--- config.mk ---
export PLATFORM = sky130hd
export DESIGN_NAME = bvs_setpoint_select
export DESIGN_NICKNAME = d
export VERILOG_FILES = /design/src/bvs_pkg.sv /design/src/bvs_setpoint_select.sv /design/src/bvs_pin_sync.sv /design/src/bvs_code_decode.sv
export SDC_FILE = /design/constraint.sdc
export NUM_CORES = 1
export LEC_CHECK = 0
export BUFFER_PORTS_ARGS = -buffer_cell sky130_fd_sc_hd__buf_2
export CORE_ASPECT_RATIO = 1.25
export CORE_MARGIN = 2
export CORE_UTILIZATION = 55
export DETAILED_ROUTE_END_ITERATION = 7
export GPL_ROUTABILITY_DRIVEN = 0
export PLACE_DENSITY = 0.76
export SETUP_SLACK_MARGIN = 0.4
export SLEW_MARGIN = 10
export SYNTH_ARGS = -nofsm -noshare
export SYNTH_HDL_FRONTEND = slang
export SYNTH_SLANG_ARGS = --single-unit
--- constraint.sdc ---
create_clock -name clk_i -period 4.3 [get_ports clk_i]
set_input_delay 0.645 -clock clk_i [delete_from_list [all_inputs] [get_ports clk_i]]
set_output_delay 0.645 -clock clk_i [all_outputs]
set_load 0.005 [all_outputs]
--- src/bvs_pkg.sv ---
// Constants, types and default tables for the buck setpoint selection bank.
// How it works
// - Second buck uses its low setpoint when its select pin is low, else high.
// - Third buck uses its low setpoint when its select pin is low, else high.
// - Second buck fixed by default; nonvolatile option sets external-adjust bit B7 of high.
// - Third buck likewise; external-adjust bit B7 of its high register from nonvolatile option.
// - Codes 0 to 31 decode from 0.725 V in 25 mV steps to 1.500 V.
// - Codes 32 to 59 decode from 1.550 V in 50 mV steps to 2.900 V.
// - Codes 60 to 63 decode from 3.000 V in 100 mV steps to 3.300 V.
// - Lockout loads variant defaults into all setpoint codes and the nonvolatile option into the high-register adjust bits; unused bits read zero,
// except B7 of the third buck's low register, which reads back as written.
// - Outside lockout, select pin edges and setpoint rewrites start a voltage change in the cycle the new code is applied.
package bvs_pkg;

    // ****************************************************************
    // Sizes
    // ****************************************************************
    localparam int unsigned BVS_NUM_BUCKS   = 2;
    localparam int unsigned BVS_NUM_VARIANT = 8;
    localparam int unsigned BVS_SYNC_STAGES = 2;
    localparam int unsigned BVS_CODE_W      = 6;
    localparam int unsigned BVS_MV_W        = 12;

    // ****************************************************************
    // Register offsets and fields
    // ****************************************************************
    localparam logic [7:0] BVS_ADDR_B2_LOW  = 8'h11;
    localparam logic [7:0] BVS_ADDR_B2_HIGH = 8'h12;
    localparam logic [7:0] BVS_ADDR_B3_LOW  = 8'h13;
    localparam logic [7:0] BVS_ADDR_B3_HIGH = 8'h14;
    localparam int unsigned BVS_EXT_ADJ_BIT = 7;
    localparam int unsigned BVS_LOW_B7_BIT  = 7;
    localparam logic [1:0] BVS_LOW_B7_RW    = 2'h2;
    localparam logic [7:0] BVS_RDATA_RESET  = 8'h00;
    localparam logic       BVS_EXT_ADJ_RST  = 1'b0;
    localparam logic       BVS_LOCKOUT_SYNC_RST = 1'b1;

    // ****************************************************************
    // Setpoint code decoding in millivolts
    // ****************************************************************
    localparam logic [5:0]  BVS_CODE_MID     = 6'h20;
    localparam logic [5:0]  BVS_CODE_TOP     = 6'h3C;
    localparam logic [11:0] BVS_MV_BASE_LOW  = 12'h2D5;
    localparam logic [11:0] BVS_MV_STEP_LOW  = 12'h019;
    localparam logic [11:0] BVS_MV_BASE_MID  = 12'h60E;
    localparam logic [11:0] BVS_MV_STEP_MID  = 12'h032;
    localparam logic [11:0] BVS_MV_BASE_TOP  = 12'hBB8;
    localparam logic [11:0] BVS_MV_STEP_TOP  = 12'h064;

    // ****************************************************************
    // Variant default codes, index 0 to 7
    // ****************************************************************
    localparam logic [5:0] BVS_B2_LOW_DEF [BVS_NUM_VARIANT] =
        '{6'h25, 6'h25, 6'h13, 6'h13, 6'h25, 6'h25, 6'h25, 6'h2B};
    localparam logic [5:0] BVS_B2_HIGH_DEF [BVS_NUM_VARIANT] =
        '{6'h3F, 6'h33, 6'h25, 6'h25, 6'h3F, 6'h3F, 6'h3F, 6'h2B};
    localparam logic [5:0] BVS_B3_LOW_DEF [BVS_NUM_VARIANT] =
        '{6'h0B, 6'h13, 6'h13, 6'h13, 6'h13, 6'h25, 6'h25, 6'h39};
    localparam logic [5:0] BVS_B3_HIGH_DEF [BVS_NUM_VARIANT] =
        '{6'h13, 6'h1B, 6'h19, 6'h19, 6'h19, 6'h3F, 6'h3F, 6'h39};

    // ****************************************************************
    // Types
    // ****************************************************************
    typedef struct packed {
        logic       wr;
        logic       rd;
        logic [7:0] addr;
        logic [7:0] wdata;
    } bvs_reg_req_t;

    typedef struct packed {
        logic       b7;
        logic [5:0] code;
    } bvs_setpoint_t;

    typedef enum logic [0:0] {
        BVS_ST_LOCKOUT = 1'b0,
        BVS_ST_RUN     = 1'b1
    } bvs_state_t;

endpackage

--- src/bvs_setpoint_select.sv ---
// Setpoint registers, select-pin steering and change start for two bucks.
module bvs_setpoint_select
    import bvs_pkg::*;
#(
    parameter int unsigned VARIANT = 0
) (
    input  wire logic                  clk_i,
    input  wire logic                  rst_n_i,
    input  wire bvs_reg_req_t          reg_req_i,
    output logic      [7:0]            reg_rdata_o,
    output logic                       reg_rvalid_o,
    input  wire logic                  undervoltage_lockout_i,
    input  wire logic                  buck2_level_select_pin_i,
    input  wire logic                  buck3_level_select_pin_i,
    input  wire logic                  buck2_nvm_ext_adj_i,
    input  wire logic                  buck3_nvm_ext_adj_i,
    output logic      [BVS_CODE_W-1:0] buck2_setpoint_code_o,
    output logic      [BVS_CODE_W-1:0] buck3_setpoint_code_o,
    output logic      [BVS_MV_W-1:0]   buck2_setpoint_mv_o,
    output logic      [BVS_MV_W-1:0]   buck3_setpoint_mv_o,
    output logic                       buck2_external_adjust_o,
    output logic                       buck3_external_adjust_o,
    output logic                       buck2_change_start_o,
    output logic                       buck3_change_start_o,
    output logic                       lockout_o
);

    // ****************************************************************
    // Elaboration checks
    // ****************************************************************
    if (VARIANT >= BVS_NUM_VARIANT) begin : g_check
        $error("VARIANT must select one of the eight default tables.");
    end

    if (BVS_NUM_BUCKS != 2) begin : g_check_bucks
        $error("Only the second and third bucks are served.");
    end

    if (BVS_CODE_W != 6) begin : g_check_code
        $error("Setpoint codes must be six bits wide.");
    end

    // ****************************************************************
    // Address decoding
    // ****************************************************************
    function automatic logic [3:0] addr_hit(input logic [7:0] a);
        addr_hit = 4'h0;
        case (a)
            BVS_ADDR_B2_LOW: begin
                addr_hit = 4'h1;
            end
            BVS_ADDR_B2_HIGH: begin
                addr_hit = 4'h2;
            end
            BVS_ADDR_B3_LOW: begin
                addr_hit = 4'h4;
            end
            BVS_ADDR_B3_HIGH: begin
                addr_hit = 4'h8;
            end
            default: begin
                addr_hit = 4'h0;
            end
        endcase
    endfunction

    // ****************************************************************
    // Register image
    // ****************************************************************
    function automatic logic [7:0] reg_image(input bvs_setpoint_t r);
        reg_image = {r.b7, 1'b0, r.code};
    endfunction

    // ****************************************************************
    // Declarations
    // ****************************************************************
    localparam logic [5:0] LOW_DEF [BVS_NUM_BUCKS] =
        '{BVS_B2_LOW_DEF[VARIANT], BVS_B3_LOW_DEF[VARIANT]};
    localparam logic [5:0] HIGH_DEF [BVS_NUM_BUCKS] =
        '{BVS_B2_HIGH_DEF[VARIANT], BVS_B3_HIGH_DEF[VARIANT]};

    bvs_state_t                  state;
    bvs_state_t                  next_state;
    logic                        undervoltage_lockout_sync;
    logic                        lockout;
    logic [3:0]                  wr_hit;
    logic [3:0]                  rd_hit;
    logic [BVS_NUM_BUCKS-1:0]    pin_raw;
    logic [BVS_NUM_BUCKS-1:0]    nvm_raw;
    logic [BVS_NUM_BUCKS-1:0]    sel_sync;
    logic [BVS_NUM_BUCKS-1:0]    sel_edge;
    logic [BVS_NUM_BUCKS-1:0]    nvm_sync;
    logic [BVS_NUM_BUCKS-1:0]    wr_lo;
    logic [BVS_NUM_BUCKS-1:0]    wr_hi;
    logic [BVS_NUM_BUCKS-1:0]    wr_seen;
    logic [BVS_NUM_BUCKS-1:0]    change;
    logic [BVS_NUM_BUCKS-1:0]    ext_adj;
    bvs_setpoint_t               lo_reg [BVS_NUM_BUCKS];
    bvs_setpoint_t               hi_reg [BVS_NUM_BUCKS];
    logic [BVS_CODE_W-1:0]       applied [BVS_NUM_BUCKS];
    logic [BVS_MV_W-1:0]         applied_mv [BVS_NUM_BUCKS];
    logic [7:0]                  next_rdata;

    assign pin_raw = {buck3_level_select_pin_i, buck2_level_select_pin_i};
    assign nvm_raw = {buck3_nvm_ext_adj_i, buck2_nvm_ext_adj_i};

    assign wr_hit = reg_req_i.wr ? addr_hit(reg_req_i.addr) : 4'h0;
    assign rd_hit = addr_hit(reg_req_i.addr);

    // ****************************************************************
    // Lockout tracking
    // ****************************************************************
    bvs_pin_sync #(
        .STAGES  (BVS_SYNC_STAGES),
        .RST_VAL (BVS_LOCKOUT_SYNC_RST)
    ) u_undervoltage_lockout_sync (
        .clk_i   (clk_i),
        .rst_n_i (rst_n_i),
        .d_i     (undervoltage_lockout_i),
        .q_o     (undervoltage_lockout_sync),
        .edge_o  ()
    );

    always_comb begin
        next_state = state;
        case (state)
            BVS_ST_LOCKOUT: begin
                if (!undervoltage_lockout_sync) begin
                    next_state = BVS_ST_RUN;
                end
            end
            BVS_ST_RUN: begin
                if (undervoltage_lockout_sync) begin
                    next_state = BVS_ST_LOCKOUT;
                end
            end
            default: begin
                next_state = BVS_ST_LOCKOUT;
            end
        endcase
    end

    always_ff @(posedge clk_i or negedge rst_n_i) begin
        if (!rst_n_i) begin
            state <= BVS_ST_LOCKOUT;
        end else begin
            state <= next_state;
        end
    end

    assign lockout   = (state == BVS_ST_LOCKOUT);
    assign lockout_o = lockout;

    // ****************************************************************
    // Per-converter logic
    // ****************************************************************
    for (genvar g = 0; g < BVS_NUM_BUCKS; g++) begin : g_buck

        bvs_pin_sync #(
            .STAGES (BVS_SYNC_STAGES)
        ) u_sel_sync (
            .clk_i   (clk_i),
            .rst_n_i (rst_n_i),
            .d_i     (pin_raw[g]),
            .q_o     (sel_sync[g]),
            .edge_o  (sel_edge[g])
        );

        bvs_pin_sync #(
            .STAGES (BVS_SYNC_STAGES)
        ) u_nvm_sync (
            .clk_i   (clk_i),
            .rst_n_i (rst_n_i),
            .d_i     (nvm_raw[g]),
            .q_o     (nvm_sync[g]),
            .edge_o  ()
        );

        // Writes are ignored while lockout holds.
        assign wr_lo[g] = wr_hit[2*g] && !lockout;
        assign wr_hi[g] = wr_hit[2*g+1] && !lockout;

        // Low setpoint register.
        always_ff @(posedge clk_i or negedge rst_n_i) begin
            if (!rst_n_i) begin
                lo_reg[g] <= '{b7: 1'b0, code: LOW_DEF[g]};
            end else if (lockout) begin
                lo_reg[g] <= '{b7: 1'b0, code: LOW_DEF[g]};
            end else if (wr_lo[g]) begin
                lo_reg[g].code <= reg_req_i.wdata[BVS_CODE_W-1:0];
                lo_reg[g].b7   <= reg_req_i.wdata[BVS_LOW_B7_BIT] & BVS_LOW_B7_RW[g];
            end
        end

        // High setpoint register with the external-adjust flag.
        always_ff @(posedge clk_i or negedge rst_n_i) begin
            if (!rst_n_i) begin
                hi_reg[g] <= '{b7: BVS_EXT_ADJ_RST, code: HIGH_DEF[g]};
            end else if (lockout) begin
                hi_reg[g] <= '{b7: nvm_sync[g], code: HIGH_DEF[g]};
            end else if (wr_hi[g]) begin
                hi_reg[g].code <= reg_req_i.wdata[BVS_CODE_W-1:0];
                hi_reg[g].b7   <= reg_req_i.wdata[BVS_EXT_ADJ_BIT];
            end
        end

        // Applied setpoint follows the synchronised select pin.
        always_ff @(posedge clk_i or negedge rst_n_i) begin
            if (!rst_n_i) begin
                applied[g] <= LOW_DEF[g];
            end else if (sel_sync[g]) begin
                applied[g] <= hi_reg[g].code;
            end else begin
                applied[g] <= lo_reg[g].code;
            end
        end

        always_ff @(posedge clk_i or negedge rst_n_i) begin
            if (!rst_n_i) begin
                ext_adj[g] <= BVS_EXT_ADJ_RST;
            end else begin
                ext_adj[g] <= hi_reg[g].b7;
            end
        end

        // Change start lines up with the new applied code.
        always_ff @(posedge clk_i or negedge rst_n_i) begin
            if (!rst_n_i) begin
                wr_seen[g] <= 1'b0;
            end else begin
                wr_seen[g] <= wr_lo[g] | wr_hi[g];
            end
        end

        always_ff @(posedge clk_i or negedge rst_n_i) begin
            if (!rst_n_i) begin
                change[g] <= 1'b0;
            end else begin
                change[g] <= (sel_edge[g] | wr_seen[g]) & !lockout;
            end
        end

        bvs_code_decode u_decode (
            .clk_i   (clk_i),
            .rst_n_i (rst_n_i),
            .code_i  (applied[g]),
            .mv_o    (applied_mv[g])
        );
    end

    // ****************************************************************
    // Register read port
    // ****************************************************************
    // Unused bit six always reads as zero.
    always_comb begin
        next_rdata = BVS_RDATA_RESET;
        case (rd_hit)
            4'h1: begin
                next_rdata = reg_image(lo_reg[0]);
            end
            4'h2: begin
                next_rdata = reg_image(hi_reg[0]);
            end
            4'h4: begin
                next_rdata = reg_image(lo_reg[1]);
            end
            4'h8: begin
                next_rdata = reg_image(hi_reg[1]);
            end
            default: begin
                next_rdata = BVS_RDATA_RESET;
            end
        endcase
    end

    always_ff @(posedge clk_i or negedge rst_n_i) begin
        if (!rst_n_i) begin
            reg_rdata_o <= BVS_RDATA_RESET;
        end else if (reg_req_i.rd) begin
            reg_rdata_o <= next_rdata;
        end
    end

    always_ff @(posedge clk_i or negedge rst_n_i) begin
        if (!rst_n_i) begin
            reg_rvalid_o <= 1'b0;
        end else begin
            reg_rvalid_o <= reg_req_i.rd;
        end
    end

    // ****************************************************************
    // Outputs
    // ****************************************************************
    assign buck2_setpoint_code_o   = applied[0];
    assign buck3_setpoint_code_o   = applied[1];
    assign buck2_setpoint_mv_o     = applied_mv[0];
    assign buck3_setpoint_mv_o     = applied_mv[1];
    assign buck2_external_adjust_o = ext_adj[0];
    assign buck3_external_adjust_o = ext_adj[1];
    assign buck2_change_start_o    = change[0];
    assign buck3_change_start_o    = change[1];

endmodule

--- src/bvs_pin_sync.sv ---
// Two-stage synchroniser with an edge pulse taken from the settled stage.
module bvs_pin_sync
    import bvs_pkg::*;
#(
    parameter int unsigned STAGES  = BVS_SYNC_STAGES,
    parameter logic        RST_VAL = 1'b0
) (
    input  wire logic clk_i,
    input  wire logic rst_n_i,
    input  wire logic d_i,
    output logic      q_o,
    output logic      edge_o
);

    logic [STAGES-1:0] chain;
    logic              last;

    if (STAGES < 2) begin : g_check
        $error("Synchroniser needs at least two stages.");
    end

    // ****************************************************************
    // Synchroniser chain
    // ****************************************************************
    always_ff @(posedge clk_i or negedge rst_n_i) begin
        if (!rst_n_i) begin
            chain <= {STAGES{RST_VAL}};
        end else begin
            chain <= {chain[STAGES-2:0], d_i};
        end
    end

    always_ff @(posedge clk_i or negedge rst_n_i) begin
        if (!rst_n_i) begin
            last <= RST_VAL;
        end else begin
            last <= chain[STAGES-1];
        end
    end

    assign q_o    = chain[STAGES-1];
    assign edge_o = chain[STAGES-1] ^ last;

endmodule

--- src/bvs_code_decode.sv ---
// Registered decoder from a 6-bit setpoint code to millivolts.
module bvs_code_decode
    import bvs_pkg::*;
(
    input  wire logic                  clk_i,
    input  wire logic                  rst_n_i,
    input  wire logic [BVS_CODE_W-1:0] code_i,
    output logic      [BVS_MV_W-1:0]   mv_o
);

    function automatic logic [BVS_MV_W-1:0] code_to_mv(input logic [5:0] c);
        logic [11:0] idx;
        idx = {6'h00, c};
        if (c < BVS_CODE_MID) begin
            code_to_mv = 12'(BVS_MV_BASE_LOW + idx * BVS_MV_STEP_LOW);
        end else if (c < BVS_CODE_TOP) begin
            code_to_mv = 12'(BVS_MV_BASE_MID
                + (idx - {6'h00, BVS_CODE_MID}) * BVS_MV_STEP_MID);
        end else begin
            code_to_mv = 12'(BVS_MV_BASE_TOP
                + (idx - {6'h00, BVS_CODE_TOP}) * BVS_MV_STEP_TOP);
        end
    endfunction

    always_ff @(posedge clk_i or negedge rst_n_i) begin
        if (!rst_n_i) begin
            mv_o <= BVS_MV_BASE_LOW;
        end else begin
            mv_o <= code_to_mv(code_i);
        end
    end

endmodule

==> impl_metrics.tcl, run 1 <==
set metrics [dict create \
    clk_pin_slew_ns 0.07 \
    die-area_um2 14700 \
    cp_cell_sequence "inv_1 > ha_1 > inv_1 > ha_1 > ha_1 > ha_1 > a21o_1 > a21oi_1 > o21bai_1 > a2111oi_0 > nor3_1 > xnor2_1 > mux2i_1" \
    ir_drop_mv 0.232 \
    setup_tns_ns 0 \
    numCtsBuffers 9 \
    syn_area_per_cell_um2 9.55 \
    drtIter0Drc 284 \
    synth_top_area_frac 0.212 \
    max_stage_delay_ns 0.65 \
    netlist_top_cells_area "ha_1 21%, dfrtp_1 18%, dfstp_2 12%" \
    crit_type "flop to flop" \
    cts_tree "built" \
    drive_gt1_frac 0.212 \
    syn-num-nets 964 \
    coreArea_um2 13300 \
    final_util 0.639 \
    drt_first_pass_iters 5 \
    route.detailed.drc 0 \
    period_share 0.872 \
    min_path_type "input pin to asynchronous set/reset pin" \
    synth_edf_count 0 \
    avgViaCountPerCell 5.59 \
    slew_violations 0 \
    grt_max_degree 59 \
    cp_slowest_cell "dfstp_2" \
    required_ns 4.56 \
    postPlaceCellArea_um2 8110 \
    grt_util_met1 0.310 \
    synth_top_cell_by_area "ha_1" \
    ys_ff_latch 90 \
    cp-end-kind "flop" \
    relSlewSlack 0.533 \
    insertion_delay_ns 0.35 \
    synth_ff_type "dfrtp_1" \
    cts_buffer_depth 2 \
    largest_register_ffs 24 \
    gr-total-overflow 0 \
    reg2reg_from "buck3_setpoint_code_o[1]" \
    fmax_ghz 0.267 \
    synthCells 791 \
    postRouteWirelength_mm 16.7 \
    numPortBuffers 72 \
    antenna_found_initial 0 \
    ios 75 \
    cts_sinks 90 \
    synth.distinct_cells 62 \
    leakage_uw 0.00419 \
    die_h_um 135 \
    fillers 1077 \
    tightest_slew_ns 0.700 \
    grt_util_all_layers 0.237 \
    rows 47 \
    route.vias.total 5814 \
    layout_min_cycle_time_ns 3.75 \
    start_util 0.566 \
    path_buf_inv 2 \
    wl_per_cell_um 16.1 \
    status "completed" \
    netlist_area_um2 7550 \
    die_w_um 109 \
    grt_util_met3 0.0261 \
    cp_max_fo 8 \
    drv_cap 0 \
    ys_seq_area_frac 0.304 \
    async_flop_share 1.00 \
    setup_viol 0 \
    grtUsageMet2 0.403 \
    fin_worst_skew_ns 0.00693 \
    critPathLaunchType "flop" \
    critical_path.most_common_cell "ha_1" \
    hold_viol 0 \
    dp_hpwl_mm 12.5 \
    cellPowerDensity_nw_per_um2 301 \
    fin_area_um2 8530 \
    grt.busiest_layer "met2" \
    rsz0062_at_grt "true" \
    grt_pass1_vias 5651 \
    whs_ns 0.336 \
    final_nets 1037 \
    setup_ws_ns 0.550 \
    crit_family "adder cells" \
    yosys_warnings 0 \
    clockRootBuffer "clkbuf_16" \
    grt_pass1_wl_mm 27.3 \
    diodes 0 \
    arrival_ns 4.01 \
    startpoint "buck3_setpoint_code_o[1]" \
    area_delta_synth_final_pct 12.9 \
    postRouteAntennaNets 0 \
    htree_levels 3 \
    post-place-ws_ns 0.379 \
]
-- cell families after synthesis --
family	count (synthesis)	synth area share
simple gates	192	0.127
mux	19	0.0273
flops	90	0.304
buf+inv	129	0.0682
compound gates	141	0.126
fa+ha+maj	148	0.265
xor+xnor	71	0.0823
other cells	1	0.000496
-- path summary, 6_finish.rpt --
| path | endpoint | cells past startpoint | slack, ns |
|---|---|---|---|
| hold / removal | g_buck[0].u_nvm_sync.chain[1] | 1 | 0.34 |
| min in group clk_i | g_buck[1].u_sel_sync.chain[1] | 0 | 0.35 |
| setup reg to reg | g_buck[1].u_decode.mv_o[10] | 13 | 0.55 |
| max in group asynchronous | buck2_setpoint_code_o[2] | 2 | 3.05 |
| hold reg to reg | g_buck[1].u_sel_sync.chain[1] | 0 | 0.35 |
| setup / recovery | g_buck[1].u_decode.mv_o[10] | 13 | 0.55 |
-- worst reg2reg max path, cell delays in order, from the launching register on --
cell,delay (ns)
dfstp_2,0.65
inv_1,0.13
ha_1,0.40
inv_1,0.10
ha_1,0.28
ha_1,0.30
ha_1,0.34
a21o_1,0.20
a21oi_1,0.22
o21bai_1,0.14
a2111oi_0,0.44
nor3_1,0.13
xnor2_1,0.14
mux2i_1,0.19
-- per-layer routing --
layer | part of all wire | wire [um]
met1 | 0.42 | 7060
met2 | 0.50 | 8400
met3 | 0.048 | 802
met4 | 0.027 | 450
met5 | 0 | 0
-- repair_timing --
action,CTS,global route
resized for setup,3,19
endpoints found under the setup margin,1,5
pin swaps,0,1
hold buffers,0,0
buffers inserted,1,1
-- stage by stage --
stage	power, uW	instances
2_1_floorplan	1550	791
3_3_place_gp	1750	1022
3_5_place_dp	1770	1022
4_1_cts	2570	1039
5_1_grt	2720	1040
6_report	2570	1040
-- synthesized netlist by cell type, types with 2 or more instances --
library cell,count
or2_2,3
dfstp_2,35
a21boi_0,6
a21oi_1,35
fa_1,20
a211o_1,2
o21bai_1,3
nor4_2,3
a21boi_1,6
o21ai_1,5
xnor2_1,43
buf_6,2
nand3_1,49
o22ai_1,8
nand2_1,55
xor2_1,28
mux2i_1,6
and3b_1,2
a311oi_1,2
a211oi_1,6
inv_1,102
a2111oi_0,2
clkbuf_1,14
buf_2,7
and3_1,3
nor3b_1,3
nor2_1,40
a31oi_1,3
buf_4,2
buf_1,2
o21ai_0,23
a222oi_1,7
dfrtp_1,55
mux2_2,13
a21o_1,6
nor3_1,4
o31a_1,2
nand2b_1,5
ha_1,128
nor2b_1,17
o21a_1,4
nor3_2,2
o211ai_1,9
-- cells in the final DEF (no fill, tap or decap), drive strengths merged, types with 35 or more instances in the layout --
| cell | count |
|---|---|
| dfrtp | 55 |
| nor2 | 40 |
| nand2 | 55 |
| nand3 | 49 |
| dfstp | 35 |
| buf | 89 |
| inv | 104 |
| a21oi | 35 |
| xnor2 | 43 |
| ha | 128 |
-- area by class of cell --
cell class | count | area (um2) | area share
multi-input cells | 572 | 4840 | 0.567
flip-flops and latches | 90 | 2300 | 0.270
repair buffers | 89 | 490 | 0.0575
inverters | 102 | 383 | 0.0449
clock buffers | 9 | 225 | 0.0264
well taps | 171 | 214 | 0.0251
clock inverters | 7 | 75.1 | 0.00880
-- report_power, final --
part / switching, uW / internal [uW] / total, uW
combinational: 452 / 385 / 837
sequential: 27.1 / 921 / 948
clock: 375 / 409 / 784
total: 853 / 1720 / 2570
Power figures use the tool's default switching activity.
==> run 2, diff against run 1 <==
--- a/config.mk
+++ b/config.mk
@@ -9,6 +9,7 @@
 export CORE_ASPECT_RATIO = 1.25
 export CORE_MARGIN = 2
 export CORE_UTILIZATION = 55
+export CTS_BUF_LIST = sky130_fd_sc_hd__clkbuf_4
 export DETAILED_ROUTE_END_ITERATION = 7
 export GPL_ROUTABILITY_DRIVEN = 0
 export PLACE_DENSITY = 0.76
==> run 2 against run 1 <==
Net effect: first-iteration DRC count is 9.9% lower; clock power is 40% lower; count of clock-buffer cells in the layout is the same; via count is 0.22% lower; cell count up 0.29%; worst setup slack better by 0.019 ns; non-clock buffer count rose by 3; combinational power up 4.1%; critical path depth unchanged; sequential power about the same; clock skew is 0.010 ns higher; critical path type unchanged; critical endpoint is now g_buck[1].u_decode.mv_o[11]; largest cell class unchanged; largest power group unchanged.
==> impl_metrics.tcl, run 2 (synthesized netlist as in run 1, its figures left out) <==
set metrics [dict create \
    insertion_delay_ns 0.46 \
    hold_viol 0 \
    r2r_slack_ns 0.57 \
    final_cell_mix "119 x ha_1, 101 x inv_1, 71 x buf_2, 55 x nand2_1, 51 x dfrtp_1" \
    grt_util_all_layers 0.231 \
    setup_viol 0 \
    drt_first_pass_iters 5 \
    numCtsBuffers 9 \
    largest_register_ffs 24 \
    path_buf_inv 1 \
    relSlewSlack 0.539 \
    route.vias.total 5801 \
    drive_gt1_frac 0.229 \
    route.detailed.drc 0 \
    reg2reg_from "buck3_setpoint_code_o[3]" \
    layout_min_cycle_time_ns 3.73 \
    grt_pass1_wl_mm 26.8 \
    r2r_cells 13 \
    cp_max_fo 7 \
    fillers 1087 \
    ios 75 \
    cts_sinks 90 \
    period_share 0.868 \
    grt_max_degree 59 \
    cts_buffer_depth 2 \
    critical_path.most_common_cell "ha_1" \
    cp-end-kind "flop" \
    critPathLaunchType "flop" \
    arrival_ns 4.11 \
    numPortBuffers 72 \
    grt_pass1_vias 5568 \
    fmax_ghz 0.268 \
    drtIter0Drc 256 \
    setup_tns_ns 0 \
    required_ns 4.68 \
    startpoint "buck3_setpoint_code_o[3]" \
    r2r-end "g_buck[1].u_decode.mv_o[11]" \
    status "completed" \
    cellPowerDensity_nw_per_um2 270 \
    crit_family "adder cells" \
    tightest_slew_ns 0.691 \
    p_total_uw 2290 \
    clockRootBuffer "clkbuf_4" \
    postRouteAntennaNets 0 \
    dp_hpwl_mm 12.5 \
    slew_violations 0 \
    htree_levels 3 \
    wl_per_cell_um 15.8 \
    ctsHoldBuffers 0 \
    fin_worst_skew_ns 0.0173 \
    min_path_type "input pin to asynchronous set/reset pin" \
    drv_cap 0 \
    leakage_uw 0.00415 \
    postRouteWirelength_mm 16.5 \
    start_util 0.566 \
    cp_slowest_cell "dfstp_2" \
    die-area_um2 14700 \
    rsz0062_at_grt "false" \
    ir_drop_mv 0.242 \
    cp.depth 13 \
    die_h_um 135 \
    die_w_um 109 \
    crit_type "flop to flop" \
    clk_pin_slew_ns 0.17 \
    area_delta_synth_final_pct 12.3 \
    diodes 0 \
    cts_tree "built" \
    avgViaCountPerCell 5.56 \
    final_nets 1040 \
    cp_cell_sequence "buf_4 > ha_2 > nand2_1 > xnor2_2 > ha_1 > ha_1 > fa_1 > ha_4 > a21boi_2 > a211oi_2 > xnor2_1 > nand3_1 > a32oi_2" \
    crit_path_end "g_buck[1].u_decode.mv_o[11]" \
    max_stage_delay_ns 0.67 \
    final_common_cell "ha_1" \
    gr-total-overflow 0 \
    rows 47 \
    coreArea_um2 13300 \
    antenna_found_initial 0 \
]
## run 2: how the worst min path moves through the flow
stage | from | endpoint | cells past startpoint
after CTS | rst_n_i | hi_reg[6] | 1
after global placement | g_buck[0].u_sel_sync.chain[0] | g_buck[0].u_sel_sync.chain[1] | 0
after detailed placement | g_buck[1].u_sel_sync.chain[0] | g_buck[1].u_sel_sync.chain[1] | 0
final | rst_n_i | g_buck[1].u_decode.mv_o[5] | 1
after floorplan | g_buck[0].u_nvm_sync.chain[0] | g_buck[0].u_nvm_sync.chain[1] | 0
after global routing | undervoltage_lockout_i | u_undervoltage_lockout_sync.chain[0] | 1
## run 2: repair_timing
action / in CTS / in global routing
gates resized for setup: 2 / 35
pin swaps: 0 / 4
buffers inserted: 2 / 3
endpoints found under the setup margin: 1 / 6
## run 2: metal layers
layer,up-vias,track usage,part of all wire
li1,2839,-,-
met2,156,0.397,0.51
met4,0,0.0641,0.018
met1,2776,0.303,0.43
met3,30,0.0328,0.048
met5,-,0,0
## run 2: final cells by class
| type | instances | area (um2) | share of cell area |
|---|---|---|---|
| Clock inverter | 7 | 75.1 | 0.00885 |
| Timing Repair Buffer | 92 | 513 | 0.0604 |
| Sequential cell | 90 | 2300 | 0.271 |
| Multi-Input combinational cell | 572 | 4930 | 0.581 |
| Tap cell | 171 | 214 | 0.0252 |
| Clock buffer | 9 | 67.6 | 0.00796 |
| Inverter | 102 | 383 | 0.0451 |
## run 2: power by group
part | internal, uW | switching [uW] | total (uW)
Clock | 136 | 334 | 470
Sequential | 921 | 27.0 | 948
Combinational | 406 | 465 | 871
## run 2: metrics by stage
stage,hold WS (ns),utilization,setup WS (ns),std cells,area (um2)
6_report,0.202,0.636,0.569,1043,8490
5_1_grt,0.230,0.636,0.391,1043,8490
3_5_place_dp,0.337,0.608,0.379,1022,8110
3_3_place_gp,0.331,0.608,0.418,1022,8110
2_1_floorplan,0.331,-,0.570,791,7550
4_1_cts,0.211,0.620,0.401,1040,8280
==> run 3, diff against run 2 <==
--- a/config.mk
+++ b/config.mk
@@ -8,11 +8,11 @@
 export BUFFER_PORTS_ARGS = -buffer_cell sky130_fd_sc_hd__buf_2
 export CORE_ASPECT_RATIO = 1.25
 export CORE_MARGIN = 2
-export CORE_UTILIZATION = 55
+export CORE_UTILIZATION = 25
 export CTS_BUF_LIST = sky130_fd_sc_hd__clkbuf_4
 export DETAILED_ROUTE_END_ITERATION = 7
 export GPL_ROUTABILITY_DRIVEN = 0
-export PLACE_DENSITY = 0.76
+export PLACE_DENSITY = 0.41
 export SETUP_SLACK_MARGIN = 0.4
 export SLEW_MARGIN = 10
 export SYNTH_ARGS = -nofsm -noshare
==> run 3 against run 2 <==
Net effect: worst setup slack better by 0.032 ns; fmax is 0.85% higher; critical endpoint unchanged; critical path type unchanged; critical path depth rose by 2; sequential share of layout area is 0.88 points lower; sequential power hardly changed.
==> impl_metrics.tcl, run 3 (synthesized netlist as in run 1, its figures left out) <==
set metrics [dict create \
    route.detailed.drc 0 \
    slew_violations 0 \
    largest_register_ffs 24 \
    numPortBuffers 72 \
    fin_area_um2 8760 \
    wl_per_cell_um 15.2 \
    whs_ns 0.231 \
    die_w_um 159 \
    ir_drop_mv 0.108 \
    setup_tns_ns 0 \
    hold_viol 0 \
    arrival_ns 4.09 \
    die_h_um 198 \
    ctsHoldBuffers 0 \
    drv_cap 0 \
    avgViaCountPerCell 4.39 \
    post-place-ws_ns 0.289 \
    fmax_ghz 0.270 \
    min_path_type "input pin to asynchronous set/reset pin" \
    cts_sinks 90 \
    gr-total-overflow 0 \
    drive_gt1_frac 0.221 \
    grt_pass1_wl_mm 31.9 \
    tightest_slew_ns 0.878 \
    setup_viol 0 \
    area_delta_synth_final_pct 16.0 \
    grt_pass1_vias 5924 \
    status "completed" \
    final_common_cell "ha_1" \
    rsz0062_at_grt "true" \
    cts_tree "built" \
    met1_length_mm 9.38 \
    required_ns 4.69 \
    dp.cells 1257 \
    route.vias.total 5640 \
    drtIter0Drc 307 \
    setup_ws_ns 0.600 \
    postPlaceCellArea_um2 8440 \
    cellPowerDensity_nw_per_um2 263 \
    drt_first_pass_iters 5 \
    wl_met2_mm 9.51 \
    numCtsBuffers 9 \
    dr_wl_met3_um 489 \
    insertion_delay_ns 0.49 \
    die-area_um2 31600 \
    rows 71 \
    htree_levels 3 \
    clk_pin_slew_ns 0.19 \
    final_cell_count_no_fill 1286 \
    final_nets 1051 \
    cp-end-kind "flop" \
    leakage_uw 0.00420 \
    coreArea_um2 29900 \
    routed.top_layer "met4" \
    postRouteAntennaNets 0 \
    fin_worst_skew_ns 0.0255 \
    antenna_found_initial 1 \
    crit_type "flop to flop" \
    start_util 0.252 \
    clockRootBuffer "clkbuf_4" \
    cts_buffer_depth 2 \
    grt_util_all_layers 0.128 \
    dp_hpwl_mm 15.2 \
    grt_max_degree 68 \
    postRouteWirelength_mm 19.5 \
    relSlewSlack 0.415 \
    cp_max_fo 6 \
    critPathLaunchType "flop" \
    final_cell_mix "123 x ha_1, 102 x inv_1, 71 x buf_2, 55 x nand2_1, 53 x dfrtp_1" \
    ios 75 \
    layout_min_cycle_time_ns 3.70 \
    period_share 0.860 \
]
-- run 3: cell types whose count changed in the layout (fill, tap and decap cells not counted), moves of 2 or more --
cell,delta
a211oi_2,-3
dfrtp_1,+2
ha_4,-2
ha_1,+4
a211oi_1,+3
dfrtp_2,-2
buf_4,+11
ha_2,-2
diode_2,+2
xor2_1,+2
-- run 3: critical path, stage by stage (launching register included) --
cell,delay (ns)
dfstp_2,0.65
ha_2,0.23
xor2_2,0.20
ha_1,0.26
ha_1,0.28
inv_1,0.05
fa_1,0.52
inv_1,0.04
ha_1,0.34
o21ai_0,0.10
o21ai_0,0.15
a21oi_1,0.10
xnor2_1,0.19
xnor2_1,0.16
nand3_1,0.12
a32oi_1,0.20
-- run 3: routing by layer --
metal | track usage | vias up
li1 | - | 2858
met1 | 0.169 | 2682
met2 | 0.224 | 88
met3 | 0.0178 | 12
met4 | 0.0242 | 0
met5 | 0 | -
-- run 3: layout make-up --
| class | count | area, um2 |
|---|---|---|
| Timing Repair Buffer | 103 | 596 |
| Clock buffer | 9 | 67.6 |
| Sequential cell | 90 | 2300 |
| Multi-Input combinational cell | 572 | 4830 |
| Fill cell | 3213 | 21200 |
| Inverter | 102 | 383 |
| Antenna cell | 2 | 5.00 |
| Clock inverter | 7 | 81.3 |
| Tap cell | 401 | 502 |
-- run 3: path summary, 6_finish.rpt --
check	depth (start not counted)	endpoint	slack, ns	startpoint
max in group asynchronous	2	hi_reg[7]	3.11	rst_n_i
setup reg to reg	15	g_buck[1].u_decode.mv_o[11]	0.60	buck3_setpoint_code_o[3]
setup / recovery	15	g_buck[1].u_decode.mv_o[11]	0.60	buck3_setpoint_code_o[3]
hold reg to reg	0	g_buck[0].u_sel_sync.chain[1]	0.37	g_buck[0].u_sel_sync.chain[0]
min in group clk_i	1	g_buck[1].u_nvm_sync.chain[0]	0.24	buck3_nvm_ext_adj_i
hold / removal	1	reg_rvalid_o	0.23	rst_n_i
-- run 3: what timing repair did --
action,CTS,global route
setup buffers,3,8
pin swaps,0,1
hold endpoints to repair,0,0
resized for setup,4,14
endpoints found under the setup margin,5,6
-- run 3: report_power, final --
part	leakage, uW	switching [uW]	internal [uW]
clock network	0.0000805	370	142
registers	0.00106	23.9	921
logic	0.00306	462	388
total	0.00420	855	1450
-- run 3: stage by stage --
stage	utilization	power, uW
after floorplan	-	1550
after global placement	0.282	1810
after detailed placement	0.282	1810
after CTS	0.288	2350
after global routing	0.293	2500
final	0.293	2310
